==> config.mk <==
export PLATFORM = sky130hd
export DESIGN_NAME = mcu_isa_tail_executor
export DESIGN_NICKNAME = d
export VERILOG_FILES = /design/src/core/tail_exec_pkg.sv /design/src/core/mcu_isa_tail_executor.sv
export VERILOG_INCLUDE_DIRS = /design/src /design/src/core
export SDC_FILE = /design/constraint.sdc
export NUM_CORES = 1
export LEC_CHECK = 0
export BUFFER_PORTS_ARGS = -buffer_cell sky130_fd_sc_hd__buf_2
export CORE_ASPECT_RATIO = 0.5
export CORE_UTILIZATION = 49
export CTS_CLUSTER_DIAMETER = 120
export CTS_CLUSTER_SIZE = 16
export DETAILED_ROUTE_END_ITERATION = 10
export PLACE_DENSITY_LB_ADDON = 0.08
export SYNTH_ARGS = -nofsm -noshare
export SYNTH_HDL_FRONTEND = slang
export SYNTH_SLANG_ARGS = --single-unit
==> constraint.sdc <==
create_clock -name i_clock -period 2.5 [get_ports i_clock]
set_clock_uncertainty 0.2 [all_clocks]
set_input_delay 0.5 -clock i_clock [delete_from_list [all_inputs] [get_ports i_clock]]
set_output_delay 0.5 -clock i_clock [all_outputs]
set_load 0.02 [all_outputs]
==> src/core/tail_exec_regs.svh <==
`ifndef TAIL_EXEC_REGS_SVH
`define TAIL_EXEC_REGS_SVH
// data byte width and program word width
`define DATA_W 8
`define ADDR_W 8
`define CODE_W 16
`define CODE_ADDR_W 12
// last program page number used by the last-page table read
`define LAST_PAGE 4'hf
// reset values and the zero byte used for compares
`define ACC_RESET 8'h00
`define LATCH_RESET 8'h00
`define ZERO_BYTE 8'h00
`endif

==> src/core/tail_exec_pkg.sv <==
`default_nettype none
package tail_exec_pkg;
  // operation codes handed over by the core's decoder
  typedef enum logic [3:0] {
    OP_NONE = 4'b0000,
    OP_NIBBLE_EXCHANGE = 4'b0001,
    OP_NIBBLE_EXCHANGE_TO_ACC = 4'b0010,
    OP_SKIP_WHEN_ZERO = 4'b0011,
    OP_COPY_THEN_SKIP_WHEN_ZERO = 4'b0100,
    OP_SKIP_WHEN_BIT_ZERO = 4'b0101,
    OP_TABLE_READ_CURRENT_PAGE = 4'b0110,
    OP_TABLE_READ_LAST_PAGE = 4'b0111,
    OP_EXCLUSIVE_OR_TO_ACC = 4'b1000,
    OP_EXCLUSIVE_OR_TO_MEMORY = 4'b1001,
    OP_EXCLUSIVE_OR_IMMEDIATE = 4'b1010
  } op_t;

  // sequencer states
  typedef enum logic [1:0] {
    ST_IDLE = 2'b00,
    ST_CODE_WAIT = 2'b01,
    ST_DUMMY = 2'b10
  } state_t;

  // one instruction request from the decoder
  typedef struct packed {
    op_t op;
    logic [7:0] addr;
    logic [2:0] bit_sel;
    logic [7:0] imm;
  } instr_t;

  // data memory write carrier
  typedef struct packed {
    logic en;
    logic [7:0] addr;
    logic [7:0] data;
  } mem_wr_t;
endpackage
`default_nettype wire

==> src/core/mcu_isa_tail_executor.sv <==
// How it works
// - Nibble exchange in place swaps bits 3..0 with 7..4 of the byte and writes it back.
// - Nibble exchange to accumulator puts the swapped byte in the accumulator only.
// - Skip when zero skips the next instruction if the byte is zero, changing nothing.
// - A taken skip adds one dummy cycle, so it costs two instruction cycles.
// - Copy then skip when zero loads the byte into the accumulator and skips if zero.
// - Skip when bit zero skips the next instruction if the selected bit is zero.
// - Current-page table read fetches the word at the high:low pointer into memory/latch.
// - Last-page table read fetches from the last page at the low pointer offset.
// - Exclusive-or to accumulator writes acc xor byte to the accumulator, zero flag only.
// - Exclusive-or to memory writes acc xor byte back to the byte, zero flag only.
// - Exclusive-or immediate writes acc xor immediate to the accumulator, zero flag only.
`include "tail_exec_regs.svh"
`default_nettype none
module mcu_isa_tail_executor (
  // clock and reset
  input wire logic i_clock,
  input wire logic i_rst_n,
  // instruction from decoder, held for one cycle with i_valid
  input wire logic i_valid,
  input wire tail_exec_pkg::instr_t i_instr,
  // data memory read value for i_instr.addr, same cycle
  input wire logic [`DATA_W-1:0] i_mem_rdata,
  // table pointers
  input wire logic [`DATA_W-1:0] i_table_pointer_low,
  input wire logic [`DATA_W-1:0] i_table_pointer_high,
  // program code memory, word read back in the same cycle that o_code_rd is high
  output logic o_code_rd,
  output logic [`CODE_ADDR_W-1:0] o_code_addr,
  input wire logic [`CODE_W-1:0] i_code_rdata,
  // results
  output tail_exec_pkg::mem_wr_t o_mem_wr,
  output logic [`DATA_W-1:0] o_accumulator,
  output logic [`DATA_W-1:0] o_table_high_latch,
  output logic o_zero_flag_we,
  output logic o_zero_flag,
  // sequencing to the fetch logic
  output logic o_ready,
  output logic o_skip,
  output logic o_done
);
  tail_exec_pkg::state_t state_reg;
  tail_exec_pkg::state_t state_next;
  logic [`ADDR_W-1:0] tbl_addr_reg;
  logic [`DATA_W-1:0] acc_reg;
  logic [`DATA_W-1:0] xor_val;
  logic is_zero;
  logic take_skip;
  logic go;

  // nibble exchange used by both swap forms
  function automatic logic [`DATA_W-1:0] swap_nib(input logic [`DATA_W-1:0] v);
    swap_nib = {v[3:0], v[7:4]};
  endfunction

  assign go = i_valid && (state_reg == tail_exec_pkg::ST_IDLE);
  assign o_ready = (state_reg == tail_exec_pkg::ST_IDLE);
  assign is_zero = (i_mem_rdata == `ZERO_BYTE);
  // exclusive-or operand: immediate for the immediate form, else the byte
  assign xor_val = acc_reg ^ ((i_instr.op == tail_exec_pkg::OP_EXCLUSIVE_OR_IMMEDIATE) ?
                              i_instr.imm : i_mem_rdata);

  // skip decision for the three conditional forms
  always_comb begin
    take_skip = 1'b0;
    if (go) begin
      unique case (i_instr.op)
        tail_exec_pkg::OP_SKIP_WHEN_ZERO: take_skip = is_zero;
        tail_exec_pkg::OP_COPY_THEN_SKIP_WHEN_ZERO: take_skip = is_zero;
        tail_exec_pkg::OP_SKIP_WHEN_BIT_ZERO: take_skip = ~i_mem_rdata[i_instr.bit_sel];
        default: take_skip = 1'b0;
      endcase
    end
  end

  // sequencer: table reads wait for code memory, taken skips add a dummy cycle
  always_comb begin
    state_next = state_reg;
    unique case (state_reg)
      tail_exec_pkg::ST_IDLE: begin
        if (go && (i_instr.op == tail_exec_pkg::OP_TABLE_READ_CURRENT_PAGE ||
                   i_instr.op == tail_exec_pkg::OP_TABLE_READ_LAST_PAGE)) begin
          state_next = tail_exec_pkg::ST_CODE_WAIT;
        end else if (take_skip) begin
          state_next = tail_exec_pkg::ST_DUMMY;
        end
      end
      tail_exec_pkg::ST_CODE_WAIT: state_next = tail_exec_pkg::ST_IDLE;
      tail_exec_pkg::ST_DUMMY: state_next = tail_exec_pkg::ST_IDLE;
      default: state_next = tail_exec_pkg::ST_IDLE;
    endcase
  end

  // state register
  always_ff @(posedge i_clock or negedge i_rst_n) begin
    if (!i_rst_n) begin
      state_reg <= tail_exec_pkg::ST_IDLE;
    end else begin
      state_reg <= state_next;
    end
  end

  // program code address: current page uses both pointers, last page fixes the page
  always_ff @(posedge i_clock or negedge i_rst_n) begin
    if (!i_rst_n) begin
      o_code_rd <= 1'b0;
      o_code_addr <= '0;
      tbl_addr_reg <= '0;
    end else begin
      o_code_rd <= 1'b0;
      if (go && i_instr.op == tail_exec_pkg::OP_TABLE_READ_CURRENT_PAGE) begin
        o_code_rd <= 1'b1;
        o_code_addr <= {i_table_pointer_high[3:0], i_table_pointer_low};
        tbl_addr_reg <= i_instr.addr;
      end else if (go && i_instr.op == tail_exec_pkg::OP_TABLE_READ_LAST_PAGE) begin
        o_code_rd <= 1'b1;
        o_code_addr <= {`LAST_PAGE, i_table_pointer_low};
        tbl_addr_reg <= i_instr.addr;
      end
    end
  end

  // accumulator and zero flag
  always_ff @(posedge i_clock or negedge i_rst_n) begin
    if (!i_rst_n) begin
      acc_reg <= `ACC_RESET;
      o_zero_flag_we <= 1'b0;
      o_zero_flag <= 1'b0;
    end else begin
      o_zero_flag_we <= 1'b0;
      if (go) begin
        unique case (i_instr.op)
          tail_exec_pkg::OP_NIBBLE_EXCHANGE_TO_ACC: acc_reg <= swap_nib(i_mem_rdata);
          tail_exec_pkg::OP_COPY_THEN_SKIP_WHEN_ZERO: acc_reg <= i_mem_rdata;
          tail_exec_pkg::OP_EXCLUSIVE_OR_TO_ACC,
          tail_exec_pkg::OP_EXCLUSIVE_OR_IMMEDIATE: begin
            acc_reg <= xor_val;
            o_zero_flag_we <= 1'b1;
            o_zero_flag <= (xor_val == `ZERO_BYTE);
          end
          tail_exec_pkg::OP_EXCLUSIVE_OR_TO_MEMORY: begin
            o_zero_flag_we <= 1'b1;
            o_zero_flag <= (xor_val == `ZERO_BYTE);
          end
          default: acc_reg <= acc_reg;
        endcase
      end
    end
  end
  assign o_accumulator = acc_reg;

  // data memory writes and table-high latch
  always_ff @(posedge i_clock or negedge i_rst_n) begin
    if (!i_rst_n) begin
      o_mem_wr <= '0;
      o_table_high_latch <= `LATCH_RESET;
    end else begin
      o_mem_wr.en <= 1'b0;
      if (state_reg == tail_exec_pkg::ST_CODE_WAIT) begin
        o_mem_wr <= {1'b1, tbl_addr_reg, i_code_rdata[7:0]};
        o_table_high_latch <= i_code_rdata[15:8];
      end else if (go && i_instr.op == tail_exec_pkg::OP_NIBBLE_EXCHANGE) begin
        o_mem_wr <= {1'b1, i_instr.addr, swap_nib(i_mem_rdata)};
      end else if (go && i_instr.op == tail_exec_pkg::OP_EXCLUSIVE_OR_TO_MEMORY) begin
        o_mem_wr <= {1'b1, i_instr.addr, xor_val};
      end
    end
  end

  // completion and skip report to the fetch logic
  always_ff @(posedge i_clock or negedge i_rst_n) begin
    if (!i_rst_n) begin
      o_skip <= 1'b0;
      o_done <= 1'b0;
    end else begin
      o_skip <= take_skip;
      // untaken skips and plain ops finish in the cycle after issue
      o_done <= (go && !take_skip && state_next == tail_exec_pkg::ST_IDLE) ||
                (state_reg != tail_exec_pkg::ST_IDLE);
    end
  end
endmodule
`default_nettype wire

==> flow_summary_export.csv, run 1 <==
group,metric,value,unit
synth,arithmetic_cell_share_of_the_synthesized_area_counting_full_adders_half_adders_and_majority_gates,0,
finish,largest_register_ffs,17,
worst_setup_path,timing.critical_path.to_type,"flip-flop",
routing,detail_route_antenna_nets,0,
sta,setup_total_negative_slack,0,ns
finish,fillers,438,
worst_setup_path,critical_path_class,"flip-flop to flip-flop",
sta,hold_ws,0.169,ns
routing,vias_per_cell,5.47,
routing,route.detailed.wl_per_inst,15.0,um
power,cellInternalPower,2.41,mW
global_routing,grt_max_degree,38,
routing,drc,9,
worst_setup_path,cp.required,2.48,ns
place,gp_routability_congestion,0.889,
synth,combinational_family_with_the_most_area_after_synthesis,"simple AND/OR/NAND/NOR gates",
routing,routed_wirelength,7460,um
place,placement.io_buffers,112,
power,switching_power,1.10,mW
place,dp_hpwl,5530,um
cts,path_clk_slew,0.05,ns
sta,timing.final.setup_violations,0,
sta,final_hold_viol_count,0,
worst_setup_path,timing.critical_path.max_delay_family,"simple AND/OR/NAND/NOR gates",
power,cellPowerDensity,877,mW/mm2
cts,clkSinkCount,60,
cts,max-clock-path-buffers,2,
synth,synth_top_area_share,0.505,
synth,synth_area_leaders,"sky130_fd_sc_hd__dfrtp_1 (50%), sky130_fd_sc_hd__nand2_1 (6.2%), sky130_fd_sc_hd__mux2_2 (6.1%)",
cts,clock_insertion_delay_worst_skew,0.32,ns
synth,netlist_area,0.00298,mm2
sta,worst_pin_slew,0.560,ns
die,num_rows,19,
finish,footprint_of_the_multi_input_gates,0.00134,mm2
finish,layout.area.seq,0.00150,mm2
finish,final_area,0.00401,mm2
finish,share_of_post_route_cells_with_drive_strength_above_1,0.397,
global_routing,grt_overflow,0,
sta,final_worst_path_cycle_share,0.828,
power,power.share.clock,0.371,
power,share_comb_of_total_power,0.257,
worst_setup_path,critical_path_peak_fanout,16,
hold_path,worst_hold_path_type,"primary input to flip-flop",
finish,reg.largest.list,"o_mem_wr x17, o_code_addr x12",
routing,initialDrtViolationCount,159,
global_routing,global_route_wire_length_before_repair,12500,um
power,power.share.switching,0.313,
die,die-area,0.00641,mm2
die,die_height,57.1,um
cts,cts_resized,0,
synth,simple_gate_share_of_the_synthesized_area,0.167,
synth,ys_seq_area_frac,0.505,
synth,xor_xnor_share_of_the_synthesized_area,0.0294,
worst_setup_path,max_stage_delay,0.62,ns
sta,rsz0062_at_grt,"false",
job,timing.max_cap.violations,0,
worst_setup_path,critPathArrivalTime,2.05,ns
sta,max_clock_freq,0.483,GHz
synth,synth.net_count,363,
synth,ys_async_sr_fraction,1.00,
power,peakVddDrop,0.401,mV
cts,post_cts_buffers,0,
synth,yosys_most_used_dff,"sky130_fd_sc_hd__dfrtp_1",
routing,num_vias,2715,
sta,max_slew_headroom,0.627,
global_routing,groute.usage.overall,0.257,
finish,syn2layout_area_growth,34.6,%
synth,synthesis.yosys.warnings,0,
die,die_width,112,um
cts,cts_tree,"built",
synth,compound_gate_fraction_of_synth_area,0.135,
synth,avg_synthesized_cell_area,10.0,um2
power,power.static_leakage,1.96,nW
global_routing,first_global_vias,2577,
synth,synth-seq-cells,60,
finish,layout.nets,484,
sta,post-route-min-period,2.07,ns
routing,drt_pass1_iterations,7,
worst_setup_path,startpoint_type,"flip-flop",
die,start_util,0.526,
finish,final_cell_mix,"sky130_fd_sc_hd__buf_2 (112), sky130_fd_sc_hd__dfrtp_1 (60), sky130_fd_sc_hd__nand2_1 (49)",
power,seqPwrFrac,0.371,
synth,synth-edff-count,0,
finish,layout.cells.most_common,"sky130_fd_sc_hd__buf_2",
sta,slew_viol_final,0,
synth,synthesis.instances,297,
cts,clock_tree.htree_level_count,3,
synth,post_synth_mux_area_share,0.119,
finish,max_flop_register,"o_mem_wr",
run_status,failed_checks,"DRC",
place,post_dp_cell_area,0.00368,mm2
cts,tritoncts.num_buffers,9,
place,numPlacedInstances,479,
global_routing,grt_antenna_before_repair,0,
worst_setup_path,crit_buf_inv,0,
die,io_pins,117,
run_status,run_status,"finished, violations left",
die,core_region_area,0.00566,mm2
power,post_layout_power,3.51,mW
finish,antenna_cells,0,
synth,synth.largest_area_cell,"sky130_fd_sc_hd__dfrtp_1",
cts,ctsRootBufferMaster,"sky130_fd_sc_hd__clkbuf_16",
finish,layoutNonFillerInstCount,496,
worst_setup_path,crit_slowest_cell,"sky130_fd_sc_hd__or3_1",
worst_setup_path,cell_by_cell_trace_of_the_critical_path,"nor2_2, nand2_1, or3_1, a21oi_1, o22ai_1",
synth,yosys.cell_types.count,45,
## final timing paths
kind / start / to / slack, ns / cells after the start
worst max register to register: state_reg[0] / o_accumulator[4] / 0.43 / 5
min in group asynchronous: i_rst_n / o_table_high_latch[7] / 0.51 / 2
worst min-delay path: i_code_rdata[14] / o_table_high_latch[6] / 0.17 / 3
worst max-delay path: state_reg[0] / o_accumulator[4] / 0.43 / 5
worst min register to register: o_table_high_latch[4] / o_table_high_latch[4] / 0.27 / 2
max in group asynchronous: i_rst_n / o_code_addr[5] / 1.00 / 3
## area by class of cell
class | count | area share
clock buffers | 10 | 0.0572
clock inverters | 6 | 0.0222
inverters | 11 | 0.0103
multi-input cells | 209 | 0.335
flip-flops and latches | 60 | 0.375
well taps | 73 | 0.0228
repair buffers | 127 | 0.178
## per-stage QoR
step / util / setup WS (ns)
CTS: 0.708 / 0.444
global placement: 0.650 / 0.160
global route: 0.708 / 0.241
finish: 0.708 / 0.429
floorplan: - / 0.342
detailed placement: 0.650 / 0.122
## repair_timing
item                                    in CTS  in global routing
hold buffers                                 1                  0
endpoints found under the hold margin       23                  0
endpoints found under the setup margin       0                  0
## cell usage after synthesis (2+ instances only)
library cell / number
sky130_fd_sc_hd__mux4_2: 2
sky130_fd_sc_hd__nand2_1: 49
sky130_fd_sc_hd__buf_2: 4
sky130_fd_sc_hd__o21ai_0: 10
sky130_fd_sc_hd__clkbuf_1: 8
sky130_fd_sc_hd__nand4_1: 2
sky130_fd_sc_hd__a21boi_0: 2
sky130_fd_sc_hd__nand2b_1: 2
sky130_fd_sc_hd__a31oi_1: 8
sky130_fd_sc_hd__a221oi_1: 11
sky130_fd_sc_hd__nor2b_1: 3
sky130_fd_sc_hd__mux2i_2: 2
sky130_fd_sc_hd__o22ai_1: 9
sky130_fd_sc_hd__dfrtp_1: 60
sky130_fd_sc_hd__buf_6: 3
sky130_fd_sc_hd__mux2_2: 16
sky130_fd_sc_hd__a21oi_1: 18
sky130_fd_sc_hd__xor2_1: 2
sky130_fd_sc_hd__xnor2_1: 8
sky130_fd_sc_hd__inv_1: 11
sky130_fd_sc_hd__nor2_1: 26
sky130_fd_sc_hd__nor3_1: 9
sky130_fd_sc_hd__mux2i_1: 10
## tightest hold or removal path, delay by kind of cell
family	cells	cell delay (ns)
buffers and inverters	1	0.07
and+or+nand+nor	2	0.09
## per-layer routing
layer  part of all wire  track usage
met1               0.44        0.334
met2               0.47        0.409
met3              0.085       0.0840
met4              0.011       0.0933
met5                  0            0
## kinds of logic after synthesis
family / count (synthesis)
muxes: 30
DFF: 60
buffers and inverters: 28
and+or+nand+nor: 106
xor gates and xnor gates: 10
AOI/OAI and AO/OA: 63
## power by group through the flow
stage / sequential [mW] / clock (mW) / combinational (mW)
floorplan: 1.53 / 0 / 0.333
global placement: 1.31 / 0 / 0.880
detailed placement: 1.32 / 0 / 0.904
CTS: 1.30 / 1.33 / 0.910
global route: 1.33 / 1.37 / 0.981
finish: 1.30 / 1.30 / 0.904
Power figures use the tool's default switching activity.
==> inputs of run 2 (changes only) <==
==> constraint.sdc (replaced) <==
create_clock -name i_clock -period 2 [get_ports i_clock]
set_clock_uncertainty 0.2 [all_clocks]
set_input_delay 0.4 -clock i_clock [delete_from_list [all_inputs] [get_ports i_clock]]
set_output_delay 0.4 -clock i_clock [all_outputs]
set_load 0.02 [all_outputs]
==> run 2 against run 1 <==
Register-to-register slack worse by 0.25 ns. First-iteration DRC count is 18% higher. Largest power group is now clock. Sequential cell count stayed put. Critical path depth is 2 higher. Sequential power is 26% higher. Critical endpoint is now o_zero_flag. Cell count is 2.4% higher. Combinational power is 29% higher. The flow still finishes with violations (DRC).
==> flow_summary_export.csv, run 2 (synthesis results as in run 1) <==
group,metric,value,unit
power,peakVddDrop,0.556,mV
sta,post-route-min-period,1.85,ns
routing,route.detailed.wl_per_inst,15.2,um
place,dp_hpwl,5670,um
power,post_layout_power,4.47,mW
finish,layout.nets,497,
place,gp_routability_congestion,0.853,
power,cellInternalPower,3.11,mW
cts,clock_insertion_delay_worst_skew,0.33,ns
routing,vias_per_cell,5.49,
finish,share_of_post_route_cells_with_drive_strength_above_1,0.434,
global_routing,grt_antenna_before_repair,0,
die,die_width,112,um
place,detailedPlace.worstSlack,-0.190,ns
job,timing.max_cap.violations,0,
routing,num_vias,2789,
worst_setup_path,r2r_slack,0.18,ns
sta,rsz0062_at_grt,"false",
cts,ctsRootBufferMaster,"sky130_fd_sc_hd__clkbuf_16",
worst_setup_path,timing.critical_path.to_type,"flip-flop",
die,start_util,0.526,
finish,antenna_cells,0,
sta,final_worst_path_cycle_share,0.924,
worst_setup_path,cp.required,2.06,ns
hold_path,worst_hold_path_type,"primary input to flip-flop",
power,power.share.clock,0.371,
worst_setup_path,startpoint_type,"primary input",
worst_setup_path,crit_slowest_cell,"sky130_fd_sc_hd__and4bb_1",
routing,drc,8,
die,die_height,57.1,um
finish,syn2layout_area_growth,41.1,%
sta,worst_pin_slew,0.615,ns
cts,cts_tree,"built",
sta,final_hold_viol_count,0,
cts,max-clock-path-buffers,2,
global_routing,first_global_vias,2693,
routing,initialDrtViolationCount,187,
global_routing,groute.usage.overall,0.262,
global_routing,grt_overflow,0,
sta,max_clock_freq,0.541,GHz
worst_setup_path,critPathArrivalTime,1.91,ns
finish,reg.largest.list,"o_mem_wr x17, o_code_addr x12",
power,switching_power,1.36,mW
sta,max_slew_headroom,0.588,
worst_setup_path,critical_path_class,"primary input to flip-flop",
cts,path_clk_slew,0.05,ns
sta,slew_viol_final,0,
die,die-area,0.00641,mm2
cts,tritoncts.num_buffers,9,
global_routing,grt_max_degree,61,
cts,clkSinkCount,60,
worst_setup_path,critical_path_peak_fanout,9,
routing,routed_wirelength,7730,um
power,seqPwrFrac,0.367,
global_routing,global_route_wire_length_before_repair,12800,um
run_status,failed_checks,"DRC",
power,cellPowerDensity,1060,mW/mm2
die,num_rows,19,
sta,smallest_setup_slack_after_layout,0.153,ns
cts,cts_resized,0,
finish,layout.cells.most_common,"sky130_fd_sc_hd__buf_2",
cts,clock_tree.htree_level_count,3,
finish,max_flop_register,"o_mem_wr",
worst_setup_path,max_stage_delay,0.32,ns
sta,timing.final.setup_violations,0,
finish,final_cell_mix,"sky130_fd_sc_hd__buf_2 (112), sky130_fd_sc_hd__dfrtp_1 (60), sky130_fd_sc_hd__nand2_1 (48)",
die,core_region_area,0.00566,mm2
die,io_pins,117,
worst_setup_path,cell_by_cell_trace_of_the_critical_path,"buf_2, and4bb_1, buf_12, mux2i_4, xnor2_2, nor4_2, a32o_2",
power,power.share.switching,0.305,
routing,detail_route_antenna_nets,0,
finish,largest_register_ffs,17,
run_status,run_status,"finished, violations left",
power,share_comb_of_total_power,0.262,
power,power.static_leakage,2.06,nW
routing,drt_pass1_iterations,7,
place,placement.io_buffers,112,
run 2: power by group through the flow:
stage / clock (mW) / sequential (mW) / combinational, mW
finish: 1.66 / 1.64 / 1.17
global route: 1.75 / 1.67 / 1.26
CTS: 1.69 / 1.64 / 1.18
detailed placement: 0 / 1.65 / 1.17
global placement: 0 / 1.64 / 1.14
floorplan: 0 / 1.92 / 0.440
run 2: through the flow:
stage / hold slack [ns] / area [um2] / TNS (ns) / instances / utilization
after floorplan: -0.0956 / 3070 / -0.0458 / 297 / -
after global placement: 0.230 / 3860 / -0.636 / 492 / 0.683
after detailed placement: 0.234 / 3860 / -1.22 / 492 / 0.683
after CTS: 0.0549 / 4200 / 0 / 508 / 0.742
after global routing: 0.0707 / 4200 / 0 / 508 / 0.742
final: 0.0606 / 4200 / 0 / 508 / 0.742
run 2: routing by layer:
layer  vias up  share of wire  GRT usage  wire (um)
met3        13          0.076     0.0861        589
met4         0          0.014     0.0876        105
met1      1331           0.45      0.337       3480
met2       119           0.46      0.425       3550
li1       1326              -          -          -
met5         -              0          0          0
run 2: final cells by class:
class                      count  area [um2]
clock buffer                  11         253
inverter                      11        41.3
multi-input combinational    209        1430
timing repair buffer         140         811
sequential                    60        1500
fill                         437        1460
clock inverter                 4        72.6
tap                           73        91.3
run 2: timing repair:
action	4_1_cts	5_1_grt
setup buffers	0	0
endpoints found under the hold margin	60	0
hold buffers	1	0
run 2: worst paths after layout:
check,startpoint,endpoint,depth (start not counted)
worst max-delay path,i_instr[19],o_zero_flag,7
worst min-delay path,i_code_rdata[13],o_table_high_latch[5],3
worst max register to register,state_reg[1],o_zero_flag,5
worst min register to register,o_table_high_latch[7],o_table_high_latch[7],2
max in group asynchronous,i_rst_n,o_code_addr[5],3
min in group asynchronous,i_rst_n,o_table_high_latch[0],3
run 2: worst max-delay path, delay by kind of cell:
| family | cells | cell delay (ns) |
|---|---|---|
| AOI/OAI and AO/OA | 1 | 0.20 |
| xor gates and xnor gates | 1 | 0.13 |
| buffers and inverters | 2 | 0.28 |
| muxes | 1 | 0.29 |
| and+or+nand+nor | 2 | 0.60 |
